$ cat config.mk
export PLATFORM = sky130hd
export DESIGN_NAME = mcam_regs
export DESIGN_NICKNAME = d
export VERILOG_FILES = /design/src/mcam_pkg.sv /design/src/mcam_regs.sv
export SDC_FILE = /design/constraint.sdc
export NUM_CORES = 1
export LEC_CHECK = 0
export ABC_AREA = 1
export CAP_MARGIN = 20
export CORE_UTILIZATION = 40
export CTS_BUF_LIST = sky130_fd_sc_hd__clkbuf_4
export CTS_CLUSTER_SIZE = 24
export DETAILED_ROUTE_END_ITERATION = 8
export DONT_BUFFER_PORTS = 1
export HOLD_SLACK_MARGIN = 0.05
export SYNTH_ARGS = -nofsm -noshare
export SYNTH_HDL_FRONTEND = slang
export SYNTH_SLANG_ARGS = --single-unit
$ cat constraint.sdc
create_clock -name core_clk -period 2.7 [get_ports core_clk]
set_clock_uncertainty 0.05 [all_clocks]
set_input_delay 0.54 -clock core_clk [delete_from_list [all_inputs] [get_ports core_clk]]
set_output_delay 0.54 -clock core_clk [all_outputs]
set_load 0.03 [all_outputs]
$ cat src/mcam_pkg.sv
// Function
// - Add signed offset register to every Remote 2 result; one count is half a degree.
// - Once lock bit is one, writes to lockable config and mask registers are ignored.
// - Averaging-disable bit 4 stops averaging so channels convert faster.
// - Attenuator-bypass bit 5 disconnects the processor-rail input attenuator.
// - Single-channel bit 6 converts one input repeatedly, chosen by select bits.
// - Select codes: 001 rail, 010 supply, 101 Remote 1, 110 local, 111 Remote 2.
// - Shutdown bit 7 drives every fan output to its off level per invert.
// - In shutdown every current duty-cycle register reads zero.
// - Mask one bits 1,2,4,5,6 block alert for their channel limit events.
// - Mask one bit 7 gates status two summary when mask two bits 2-7 are all set.
// - Mask two bit 1 masks overtemperature and is read-only; bits 2-4 fans 1-3.
// - Mask two bit 5 masks fan 4 fault, or thermal timer when pin is thermal.
// - Mask two bits 6 and 7 mask Remote 1 and Remote 2 diode faults.
// - Voltage low-bits register: rail bits 3:2, supply bits 5:4.
// - Temperature low-bits register: bits 3:2, local 5:4, 7:6.
// - Reading a low-bits register freezes it and its high bytes until those are read or the other low-bits register is read.
package mcam_pkg;
  localparam logic [7:0] ADDR_R2_OFFSET = 8'h72;
  localparam logic [7:0] ADDR_CONFIG_TWO = 8'h73;
  localparam logic [7:0] ADDR_MASK_ONE = 8'h74;
  localparam logic [7:0] ADDR_MASK_TWO = 8'h75;
  localparam logic [7:0] ADDR_VOLT_LOW = 8'h76;
  localparam logic [7:0] ADDR_TEMP_LOW = 8'h77;
  localparam logic [7:0] ADDR_RAIL_HIGH = 8'h21;
  localparam logic [7:0] ADDR_SUPPLY_HIGH = 8'h22;
  localparam logic [7:0] ADDR_R1_HIGH = 8'h25;
  localparam logic [7:0] ADDR_LOCAL_HIGH = 8'h26;
  localparam logic [7:0] ADDR_R2_HIGH = 8'h27;
  localparam logic [7:0] RESET_BYTE = 8'h00;
  localparam logic [7:0] CONFIG_TWO_WMASK = 8'hF0;
  localparam logic [7:0] MASK_TWO_WMASK = 8'hFC;
  localparam logic [7:0] MASK_TWO_ALL = 8'hFE;
  localparam logic [7:0] MASK_ONE_CHAN = 8'h76;
  localparam int CFG_AVG_BIT = 4;
  localparam int CFG_ATTENUATOR_BYPASS_BIT = 5;
  localparam int CFG_SINGLE_CHANNEL_CONVERT_BIT = 6;
  localparam int CFG_SHUTDOWN_REQUEST_BIT = 7;
  localparam int MASK1_GATE_BIT = 7;
  localparam int SEL_HI = 7;
  localparam int SEL_LO = 5;
  localparam logic [2:0] SEL_RAIL = 3'h1;
  localparam logic [2:0] SEL_SUPPLY = 3'h2;
  localparam logic [2:0] SEL_R1 = 3'h5;
  localparam logic [2:0] SEL_LOCAL = 3'h6;
  localparam logic [2:0] SEL_R2 = 3'h7;
  localparam int NUM_CH = 5;
  localparam int NUM_FANS = 4;

  // Channel order: rail, supply, remote1, local, remote2
  typedef struct packed {
    logic [NUM_CH-1:0] valid;
    logic [NUM_CH-1:0][9:0] value;
  } mcam_results_t;

  typedef struct packed {
    logic averaging_disable;
    logic attenuator_bypass;
    logic single_channel_convert;
    logic shutdown_request;
    logic [2:0] channel_select;
  } mcam_single_channel_convert_ctrl_t;

  typedef enum logic [1:0] {
    FRZ_IDLE = 2'b00,
    FRZ_VOLT = 2'b01,
    FRZ_TEMP = 2'b11
  } mcam_freeze_t;
endpackage

$ cat src/mcam_regs.sv
// Local design decision: the address-and-strobe port.
`timescale 1ns/1ps
module mcam_regs (
  // Clock and reset
  input wire logic core_clk,
  input wire logic nrst,
  input wire logic clk_en,
  // Register port
  input wire logic [7:0] reg_addr,
  input wire logic [7:0] reg_wdata,
  input wire logic reg_wr,
  input wire logic reg_rd,
  output logic [7:0] reg_rdata,
  // Lock and pin function
  input wire logic config_lock,
  input wire logic fourth_tach_is_thermal,
  input wire logic output_invert,
  input wire logic [2:0] channel_select_in,
  // Conversion results
  input wire mcam_pkg::mcam_results_t raw_results,
  input wire logic [7:0] duty_in_0,
  input wire logic [7:0] duty_in_1,
  input wire logic [7:0] duty_in_2,
  input wire logic [7:0] duty_in_3,
  // Status flags
  input wire logic [7:0] status_one,
  input wire logic [7:0] status_two,
  // Outputs
  output mcam_pkg::mcam_single_channel_convert_ctrl_t single_channel_convert_ctrl,
  output logic [mcam_pkg::NUM_FANS-1:0] fan_drive,
  output logic [mcam_pkg::NUM_FANS*8-1:0] duty_readback,
  output logic alert_q
);
  import mcam_pkg::*;

  // ----------------------------------------
  // Register storage
  // ----------------------------------------
  logic [7:0] r2_offset_q;
  logic [7:0] config_two_q;
  logic [7:0] mask_one_q;
  logic [7:0] mask_two_q;
  logic [NUM_CH-1:0][9:0] held_q;
  mcam_freeze_t freeze_q;
  logic [NUM_CH-1:0] pending_q;
  logic [9:0] r2_adj;
  logic [7:0] rdata_d;
  logic wr_ok;
  logic [NUM_FANS*8-1:0] duty_raw;

  assign wr_ok = reg_wr & ~config_lock;
  assign duty_raw = {duty_in_3, duty_in_2, duty_in_1, duty_in_0};

  always_ff @(posedge core_clk or negedge nrst) begin
    if (!nrst) begin
      r2_offset_q <= RESET_BYTE;
      config_two_q <= RESET_BYTE;
      mask_one_q <= RESET_BYTE;
      mask_two_q <= RESET_BYTE;
    end else if (clk_en && wr_ok) begin
      if (reg_addr == ADDR_R2_OFFSET) begin
        r2_offset_q <= reg_wdata;
      end else if (reg_addr == ADDR_CONFIG_TWO) begin
        config_two_q <= reg_wdata & CONFIG_TWO_WMASK;
      end else if (reg_addr == ADDR_MASK_ONE) begin
        mask_one_q <= reg_wdata;
      end else if (reg_addr == ADDR_MASK_TWO) begin
        mask_two_q <= reg_wdata & MASK_TWO_WMASK;
      end
    end
  end

  // ----------------------------------------
  // Offset and result freeze
  // ----------------------------------------
  // Offset in half degrees added to 10-bit quarter-degree result
  // Sign extended so a negative offset subtracts
  assign r2_adj = raw_results.value[4] + {r2_offset_q[7], r2_offset_q, 1'b0};

  // Which freeze group a channel belongs to
  function automatic logic in_group(input int ch, input mcam_freeze_t g);
    in_group = (g == FRZ_VOLT) ? (ch < 2) : ((g == FRZ_TEMP) ? (ch >= 2) : 1'b0);
  endfunction

  // Low-byte read in flight: hold its group this cycle too, so the
  // high bytes match the low bits already on their way to the host
  function automatic logic low_read(input int ch);
    low_read = reg_rd && (((reg_addr == ADDR_VOLT_LOW) && (ch < 2))
               || ((reg_addr == ADDR_TEMP_LOW) && (ch >= 2)));
  endfunction

  genvar gi;
  generate
    for (gi = 0; gi < NUM_CH; gi++) begin : g_hold
      always_ff @(posedge core_clk or negedge nrst) begin
        if (!nrst) begin
          held_q[gi] <= 10'h000;
        end else if (clk_en && raw_results.valid[gi] && !low_read(gi)
                     && !(in_group(gi, freeze_q) && pending_q[gi])) begin
          held_q[gi] <= (gi == 4) ? r2_adj : raw_results.value[gi];
        end
      end
    end
  endgenerate

  // High-byte address to channel index
  function automatic int high_index(input logic [7:0] a);
    if (a == ADDR_RAIL_HIGH) high_index = 0;
    else if (a == ADDR_SUPPLY_HIGH) high_index = 1;
    else if (a == ADDR_R1_HIGH) high_index = 2;
    else if (a == ADDR_LOCAL_HIGH) high_index = 3;
    else if (a == ADDR_R2_HIGH) high_index = 4;
    else high_index = NUM_CH;
  endfunction

  // Freeze releases once every high byte of the group has been read
  always_ff @(posedge core_clk or negedge nrst) begin
    if (!nrst) begin
      freeze_q <= FRZ_IDLE;
      pending_q <= '0;
    end else if (clk_en && reg_rd) begin
      if (reg_addr == ADDR_VOLT_LOW) begin
        freeze_q <= FRZ_VOLT;
        pending_q <= 5'b00011;
      end else if (reg_addr == ADDR_TEMP_LOW) begin
        freeze_q <= FRZ_TEMP;
        pending_q <= 5'b11100;
      end else if (high_index(reg_addr) < NUM_CH) begin
        pending_q[high_index(reg_addr)] <= 1'b0;
        if ((pending_q & ~(5'b00001 << high_index(reg_addr))) == '0) begin
          freeze_q <= FRZ_IDLE;
        end
      end
    end
  end

  // ----------------------------------------
  // Read mux
  // ----------------------------------------
  always_comb begin
    rdata_d = 8'h00;
    if (reg_addr == ADDR_R2_OFFSET) begin
      rdata_d = r2_offset_q;
    end else if (reg_addr == ADDR_CONFIG_TWO) begin
      rdata_d = config_two_q;
    end else if (reg_addr == ADDR_MASK_ONE) begin
      rdata_d = mask_one_q;
    end else if (reg_addr == ADDR_MASK_TWO) begin
      rdata_d = mask_two_q;
    end else if (reg_addr == ADDR_VOLT_LOW) begin
      rdata_d = {2'b00, held_q[1][1:0], held_q[0][1:0], 2'b00};
    end else if (reg_addr == ADDR_TEMP_LOW) begin
      rdata_d = {held_q[4][1:0], held_q[3][1:0], held_q[2][1:0], 2'b00};
    end else if (high_index(reg_addr) < NUM_CH) begin
      rdata_d = held_q[high_index(reg_addr)][9:2];
    end
  end

  always_ff @(posedge core_clk or negedge nrst) begin
    if (!nrst) begin
      reg_rdata <= 8'h00;
    end else if (clk_en) begin
      reg_rdata <= reg_rd ? rdata_d : 8'h00;
    end
  end

  // ----------------------------------------
  // Conversion control
  // ----------------------------------------
  always_ff @(posedge core_clk or negedge nrst) begin
    if (!nrst) begin
      single_channel_convert_ctrl <= '0;
    end else if (clk_en) begin
      single_channel_convert_ctrl.averaging_disable <= config_two_q[CFG_AVG_BIT];
      single_channel_convert_ctrl.attenuator_bypass <= config_two_q[CFG_ATTENUATOR_BYPASS_BIT];
      single_channel_convert_ctrl.single_channel_convert <= config_two_q[CFG_SINGLE_CHANNEL_CONVERT_BIT];
      single_channel_convert_ctrl.shutdown_request <= config_two_q[CFG_SHUTDOWN_REQUEST_BIT];
      // Reserved codes fall back to the rail so the converter never idles
      case (channel_select_in)
        SEL_RAIL, SEL_SUPPLY, SEL_R1, SEL_LOCAL, SEL_R2: begin
          single_channel_convert_ctrl.channel_select <= channel_select_in;
        end
        default: begin
          single_channel_convert_ctrl.channel_select <= SEL_RAIL;
        end
      endcase
    end
  end

  // ----------------------------------------
  // Shutdown fan drive
  // ----------------------------------------
  always_ff @(posedge core_clk or negedge nrst) begin
    if (!nrst) begin
      fan_drive <= '0;
      duty_readback <= '0;
    end else if (clk_en) begin
      if (config_two_q[CFG_SHUTDOWN_REQUEST_BIT]) begin
        fan_drive <= {NUM_FANS{output_invert}};
        duty_readback <= '0;
      end else begin
        fan_drive <= '0;
        duty_readback <= duty_raw;
      end
    end
  end

  // ----------------------------------------
  // Alert gating
  // ----------------------------------------
  logic one_hit;
  logic two_hit;
  logic two_all_masked;
  assign one_hit = |(status_one & MASK_ONE_CHAN & ~mask_one_q);
  // Fan 4 bit also covers the thermal timer when the pin is repurposed
  assign two_hit = |(status_two & MASK_TWO_ALL & ~mask_two_q);
  assign two_all_masked = ((mask_two_q & MASK_TWO_WMASK) == MASK_TWO_WMASK);

  always_ff @(posedge core_clk or negedge nrst) begin
    if (!nrst) begin
      alert_q <= 1'b0;
    end else if (clk_en) begin
      alert_q <= one_hit | two_hit
        | (two_all_masked && (|status_two) && !mask_one_q[MASK1_GATE_BIT]);
    end
  end

  logic unused_pin;
  assign unused_pin = fourth_tach_is_thermal;
endmodule

==> impl_metrics.yaml, run 1 <==
run_status:
  outcome: "finished with violations"
  violations: "hold timing"
clocking:
  cts_buffers: 17
  htreeDepth: 4
  cts_tree: "built"
  insertion_delay_ns: 0.55
  cts_hold_buf: 75
  cts_sinks: 132
  cts_buffer_depth: 2
  path_clk_slew_ns: 0.12
  clockRootBuffer: "clkbuf_4"
  cts.repair.resized: 0
  postCtsSetupBuffers: 0
routing:
  ant_nets: 0
  drt_iter0_markers: 309
  highest_layer: "met4"
  wl_met3_um: 979
  routedWlPerCell_um: 17.2
  viasPerCell: 5.15
  dr_wl_met2_um: 8800
  drc: 0
  wl_met1_um: 7360
  first_pass_iters: 6
  routed_wl_um: 17800
  num_vias: 5333
placement:
  gp_congestion: 0.870
  dp_cells: 927
  port_buffers: 0
  dp_hpwl_um: 12900
global_routing:
  grt_pass1_wl_um: 27900
  grt.total_usage_pct: 22.6
  grt_pass1_vias: 5460
  antenna_found_initial: 1
  grt_max_degree: 133
  grt-ovfl-total: 0
sta:
  hold_slack_ns: -0.374
  post-route-min-period_ns: 2.12
  timing.setup.tns_ns: 0
  worst_slew_pin_slew_ns: 0.528
  slew_viol_final: 0
  hold_viol_final: 132
  slew_headroom_pct: 64.6
  timing.final.crit_share_pct: 78.5
  setup_viol: 0
  rsz0062_at_grt: "false"
  fmax_ghz: 0.472
logic_synthesis:
  syn-num-nets: 871
  netlist_instances: 732
  synth_warnings: 0
  ys_ff_latch: 132
  yosys.area.top_type_share_pct: 51.5
  synth_top_cell_by_area: "dfrtp_1"
  syn_avg_cell_area_um2: 8.77
  yosysSeqAreaShare_pct: 51.5
  synth.area.top_cells: "dfrtp_1 51%, nand2_1 9.9%, inv_1 5.3%"
  synth_cell_type_count: 47
  netlist_area_um2: 6420
setup_path:
  cp.depth: 14
  critical_path_class: "reg2reg"
  crit_top_cell: "nand2_1"
  endpoint: "held_q[49]$_DFFE_PN0P_"
  start_kind: "flip-flop"
  worstSetupStartpoint: "r2_offset_q[0]$_DFFE_PN0P_"
  arrival_ns: 2.51
  cp_num_buf_inv: 1
  cp_max_fo: 3
  critPathSlowestCell: "fa_1"
  crit_family: "simple AND/OR/NAND/NOR gates"
  rr_endpoint: "held_q[49]$_DFFE_PN0P_"
  slowest_delay_ns: 0.39
  rrSetupSlack_ns: 0.58
  r2r_start: "r2_offset_q[0]$_DFFE_PN0P_"
  required_ns: 3.09
  cp_cell_sequence: "ha_1, inv_1, fa_1, o21ai_0, nand2_1, nand2_1, nand2_1, nand2_1, nand2_1, nand2_1, a21oi_1, nand2b_1, nand3_1, nand2_1"
  crit_path_end_kind: "flip-flop"
  reg2regPathDepth: 14
die:
  die_area_um2: 16600
  ios: 182
  die_y_um: 129
  std_cell_rows: 45
  core-area_um2: 15400
  die_w_um: 129
  start_util_pct: 41.6
final_layout:
  finalNonFillerCells: 1035
  post-route-util_pct: 49.3
  layout-drive-gt1-share_pct: 10.3
  fin_nets: 949
  syn2layout_area_growth_pct: 18.6
pwr:
  power_leakage_nw: 3.70
  pwr_density_cell_nw_per_um2: 531
  peakVddDrop_mv: 0.233
min_path:
  hold_path.class: "in2async"
flow_run:
  drv_cap: 0
==> report_power, final <==
part | internal [mW] | leakage [nW] | switching [mW] | total, mW
Combinational | 0.230 | 1.97 | 0.242 | 0.471
Sequential | 2.15 | 1.59 | 0.210 | 2.36
Clock | 0.471 | 0.134 | 0.739 | 1.21
Total | 2.85 | 3.70 | 1.19 | 4.04
==> registers in the layout, indices dropped and copies added, names as in the netlist <==
| register | flops |
|---|---|
| held_q | 50 |
| mask_two_q | 6 |
| mask_one_q | 8 |
| r2_offset_q | 8 |
| fan_drive | 1 |
| duty_readback | 32 |
| config_two_q | 4 |
| reg_rdata | 8 |
| pending_q | 5 |
| freeze_q | 2 |
| single_channel_convert_ctrl | 7 |
| alert_q | 1 |
==> worst min-delay path by stage <==
| stage | start | endpoint | slack (ns) | depth (start not counted) |
|---|---|---|---|---|
| CTS | nrst | reg_rdata[0]$_DFFE_PN0P_ | -0.44 | 0 |
| detailed placement | nrst | held_q[5]$_DFFE_PN0P_ | 0.20 | 0 |
| global placement | nrst | r2_offset_q[1]$_DFFE_PN0P_ | 0.20 | 0 |
| global route | nrst | mask_one_q[3]$_DFFE_PN0P_ | -0.43 | 0 |
| finish | nrst | r2_offset_q[2]$_DFFE_PN0P_ | -0.37 | 0 |
| floorplan | nrst | alert_q$_DFFE_PN0P_ | 0.19 | 0 |
==> layout make-up <==
| class | instances | area [um2] |
|---|---|---|
| clock buffers | 19 | 143 |
| flip-flops and latches | 132 | 3300 |
| clock inverters | 13 | 111 |
| inverters | 105 | 394 |
| repair buffers | 83 | 811 |
| fillers | 1512 | 7820 |
| diodes | 1 | 2.50 |
| well taps | 211 | 264 |
| multi-input cells | 471 | 2580 |
==> metal layers <==
layer	GRT usage, %	vias up
met5	0	-
met4	11.3	0
met3	6.11	48
met2	37.4	167
met1	27.1	2553
li1	-	2565
==> metrics by stage <==
stage / power (mW) / worst slack [ns] / instance area (um2)
after global routing: 4.22 / 0.377 / 7610
after floorplan: 2.66 / 0.601 / 6420
after detailed placement: 2.77 / 0.380 / 6600
final: 4.04 / 0.580 / 7610
after global placement: 2.75 / 0.421 / 6600
after CTS: 4.09 / 0.549 / 7610
==> cell usage after synthesis, drive strengths merged <==
cell and number:
o22ai 7, clkinv 1, buf 14, o2111ai 1
nor2 47, nand2 179, a21oi 40, xor2 2
nor4 3, nand3b 1, a211oi 2, a31oi 1
nand3 43, dfrtp 132, o211ai 2, fa 1
ha 8, nand4 8, or2 3, clkbuf 10
o22a 1, mux2 18, a221oi 2, a2111oi 1
nor3 2, nand2b 1, a22o 32, o21a 1
o21ai 65, inv 104
==> cell families (layout without fill, tap and decap cells) <==
logic type	after synthesis	count (layout)	synth area share [%]
compound gates	155	155	14.7
xor+xnor	2	2	0.273
fa+ha+maj	9	9	1.87
buf+inv	129	220	8.33
flops	132	132	51.5
mux	18	18	3.16
other cells	0	1	0
simple gates	287	287	20.2
==> cell usage in the layout, fill, tap and decap left out, types with 2 or more instances in the layout <==
cell             n
clkinv_4         2
nand4_1          6
nand2_4          4
nand2_2          5
dlygate4sd3_1   75
nand3_1         40
dfrtp_1        132
nand2_1        170
clkinv_2         5
inv_2           13
mux2_2           6
nor4_1           3
a22o_1          32
nor2_1          40
ha_1             8
nand3_2          3
nor2_2           4
mux2_1          12
o21ai_1         32
clkbuf_4        19
a21oi_1         40
or2_2            3
a221oi_1         2
buf_4            8
o211ai_1         2
xor2_1           2
inv_1           91
clkinvlp_4       4
nor2_4           2
a211oi_1         2
o22ai_1          7
o21ai_0         32
(Power assumes the default switching activity.)
==> run 2, diff against run 1 <==
Settings changed: ABC_AREA 1 to 0.
Clock period 2.7 ns to 1.85 ns, I/O delays scaled along.
==> run 2 against run 1 <==
The flow finishes with violations (hold timing, setup timing). Cell count down 3.2%. Combinational power up 92%. Setup slack worse by 0.70 ns. Die area up 5.2%. Critical path type unchanged. Largest cell class unchanged. Highest routed layer unchanged.
==> impl_metrics.yaml, run 2 <==
run_status:
  outcome: "finished with violations"
  violations: "hold timing, setup timing"
final_layout:
  layout-drive-gt1-share_pct: 23.0
  fin_nets: 907
  syn2layout_area_growth_pct: 28.6
  n_fill_cell: 1441
  largest_reg_flops: 50
  layout_commonest_cell: "dfrtp_1"
  top_register: "held_q"
  reg_top3: "held_q: 50 flops, duty_readback: 32 flops"
  post-route-util_pct: 52.6
  layout_common_cells: "131 x dfrtp_1, 98 x dlygate4sd3_1, 52 x o21ai_0, 51 x buf_4, 50 x inv_1"
setup_path:
  rrSetupSlack_ns: -0.12
  cp.depth: 8
  cp_cell_sequence: "ha_2, inv_2, fa_2, nor2b_4, o2111ai_2, a31oi_2, or4_4, nand3_2"
  crit_path_end_kind: "flip-flop"
  cp_num_buf_inv: 1
  arrival_ns: 2.41
  slowest_delay_ns: 0.50
  required_ns: 2.29
  critical_path_class: "reg2reg"
  cp_max_fo: 2
  crit_family: "simple AND/OR/NAND/NOR gates"
  critPathSlowestCell: "or4_4"
  reg2regPathDepth: 8
  start_kind: "flip-flop"
  r2r_start: "r2_offset_q[0]$_DFFE_PN0P_"
  rr_endpoint: "held_q[49]$_DFFE_PN0P_"
die:
  die_y_um: 132
  die_w_um: 132
  die_area_um2: 17400
  start_util_pct: 40.9
  ios: 182
  core-area_um2: 16500
  std_cell_rows: 47
routing:
  num_vias: 5607
  routedWlPerCell_um: 20.3
  viasPerCell: 5.60
  drt_iter0_markers: 311
  routed_wl_um: 20300
  first_pass_iters: 6
  ant_nets: 0
  drc: 0
pwr:
  power_mw: 6.57
  peakVddDrop_mv: 0.543
  power_leakage_nw: 3.86
  pwr_density_cell_nw_per_um2: 755
clocking:
  cts_sinks: 132
  path_clk_slew_ns: 0.13
  clockRootBuffer: "clkbuf_4"
  cts_buffers: 17
  insertion_delay_ns: 0.56
  cts_tree: "built"
  cts_buffer_depth: 2
  cts_hold_buf: 100
  htreeDepth: 4
sta:
  fmax_ghz: 0.508
  setup_ws_ns: -0.120
  post-route-min-period_ns: 1.97
  timing.setup.tns_ns: -0.165
  slew_viol_final: 0
  worst_slew_pin_slew_ns: 0.579
  timing.final.crit_share_pct: 106
  hold_slack_ns: -0.544
  setup_viol: 2
  slew_headroom_pct: 61.1
  hold_viol_final: 132
  rsz0062_at_grt: "true"
logic_synthesis:
  netlist_instances: 630
  netlist_area_um2: 6760
  yosys-top-cells-count: "132 x dfrtp_1, 55 x o21ai_0, 51 x inv_1"
  yosys.area.top_type_share_pct: 48.9
  syn-num-nets: 769
  synth_ff_type: "dfrtp_1"
  synth_warnings: 0
  synth-edff-count: 0
  async_reset_ff_share_pct: 100
  yosysSeqAreaShare_pct: 48.9
  synth_top_cell_by_area: "dfrtp_1"
  yosysMostFrequentCell: "dfrtp_1"
  syn_avg_cell_area_um2: 10.7
  synth.area.top_cells: "dfrtp_1 49%, mux2_2 7.8%, mux2_4 4.4%"
  synth_cell_type_count: 72
  ys_ff_latch: 132
placement:
  gp_congestion: 0.899
  port_buffers: 0
  dp_hpwl_um: 14200
global_routing:
  grt.total_usage_pct: 24.2
  grt-ovfl-total: 0
  antenna_found_initial: 1
  grt_pass1_wl_um: 32100
  grt_pass1_vias: 5875
  grt_max_degree: 133
flow_run:
  drv_cap: 0
min_path:
  hold_path.class: "in2async"
==> run 2: changes by cell type after synthesis, moves of 23 or more <==
| cell | change |
|---|---|
| inv_1 | -40 |
| o21ai_0 | +23 |
| nand3b_1 | +29 |
| nand2_1 | -129 |
| a22o_1 | -25 |
| mux2_2 | +41 |
| o21ai_1 | -31 |
==> run 2: power by group <==
| group | switching, mW | internal [mW] |
|---|---|---|
| logic | 0.377 | 0.527 |
| clock network | 1.10 | 1.10 |
| registers | 0.331 | 3.13 |
==> run 2: through the flow <==
step | instances | worst slack (ns) | area (um2)
final | 1002 | -0.120 | 8690
after floorplan | 630 | -0.0549 | 6770
after detailed placement | 865 | -0.141 | 7270
after global placement | 865 | -0.0966 | 7270
after CTS | 997 | -0.117 | 8630
after global routing | 1002 | -0.200 | 8690
==> run 2: timing repair <==
item	in CTS	in global routing
cloned	0	0
endpoints found under the hold margin	250	132
buffers inserted	0	4
pin swaps	1	6
endpoints found under the setup margin	1	25
gates resized for setup	3	13
==> run 2: routing by layer <==
| layer | track usage, % | wire length [um] |
|---|---|---|
| met2 | 39.2 | 9620 |
| met1 | 30.1 | 8530 |
| met5 | 0 | 0 |
| met3 | 7.73 | 1610 |
| met4 | 9.69 | 553 |
==> run 2: layout make-up <==
class | instances | area [um2] | area share (%)
Multi-Input combinational cell | 411 | 3130 | 36.0
Antenna cell | 1 | 2.50 | 0.0288
Inverter | 52 | 195 | 2.25
Clock inverter | 13 | 183 | 2.10
Sequential cell | 132 | 3300 | 38.0
Tap cell | 220 | 275 | 3.17
Clock buffer | 19 | 143 | 1.64
Timing Repair Buffer | 154 | 1460 | 16.8
==> run 2: cell families (layout without fill, tap and decap cells) <==
logic type	after synthesis	count (layout)	synth area share (%)
multiplexers	77	77	13.8
XOR/XNOR	7	7	0.907
adder cells (fa/ha/maj)	9	9	1.78
buffers and inverters	87	238	5.42
AND/OR/NAND/NOR	167	167	14.3
AO/OA/AOI/OAI	151	151	14.9
flip-flops	132	132	48.9
other	0	1	0
==> run 2: worst max-delay path by stage <==
stage | slack [ns] | to | startpoint
finish | -0.12 | held_q[49]$_DFFE_PN0P_ | r2_offset_q[0]$_DFFE_PN0P_
global route | -0.20 | held_q[49]$_DFFE_PN0P_ | r2_offset_q[0]$_DFFE_PN0P_
CTS | -0.12 | held_q[49]$_DFFE_PN0P_ | r2_offset_q[0]$_DFFE_PN0P_
detailed placement | -0.14 | held_q[49]$_DFFE_PN0P_ | r2_offset_q[0]$_DFFE_PN0P_
global placement | -0.1 | reg_rdata[0]$_DFFE_PN0P_ | reg_addr[3]
floorplan | -0.05 | r2_offset_q[0]$_DFFE_PN0P_ | reg_addr[3]
==> run 2: worst register-to-register path, stage by stage, from the launching register on <==
cell       delay (ns)
dfrtp_1          0.41
ha_2             0.19
inv_2            0.06
fa_2             0.23
nor2b_4          0.05
o2111ai_2        0.22
a31oi_2          0.14
or4_4            0.50
nand3_2          0.07
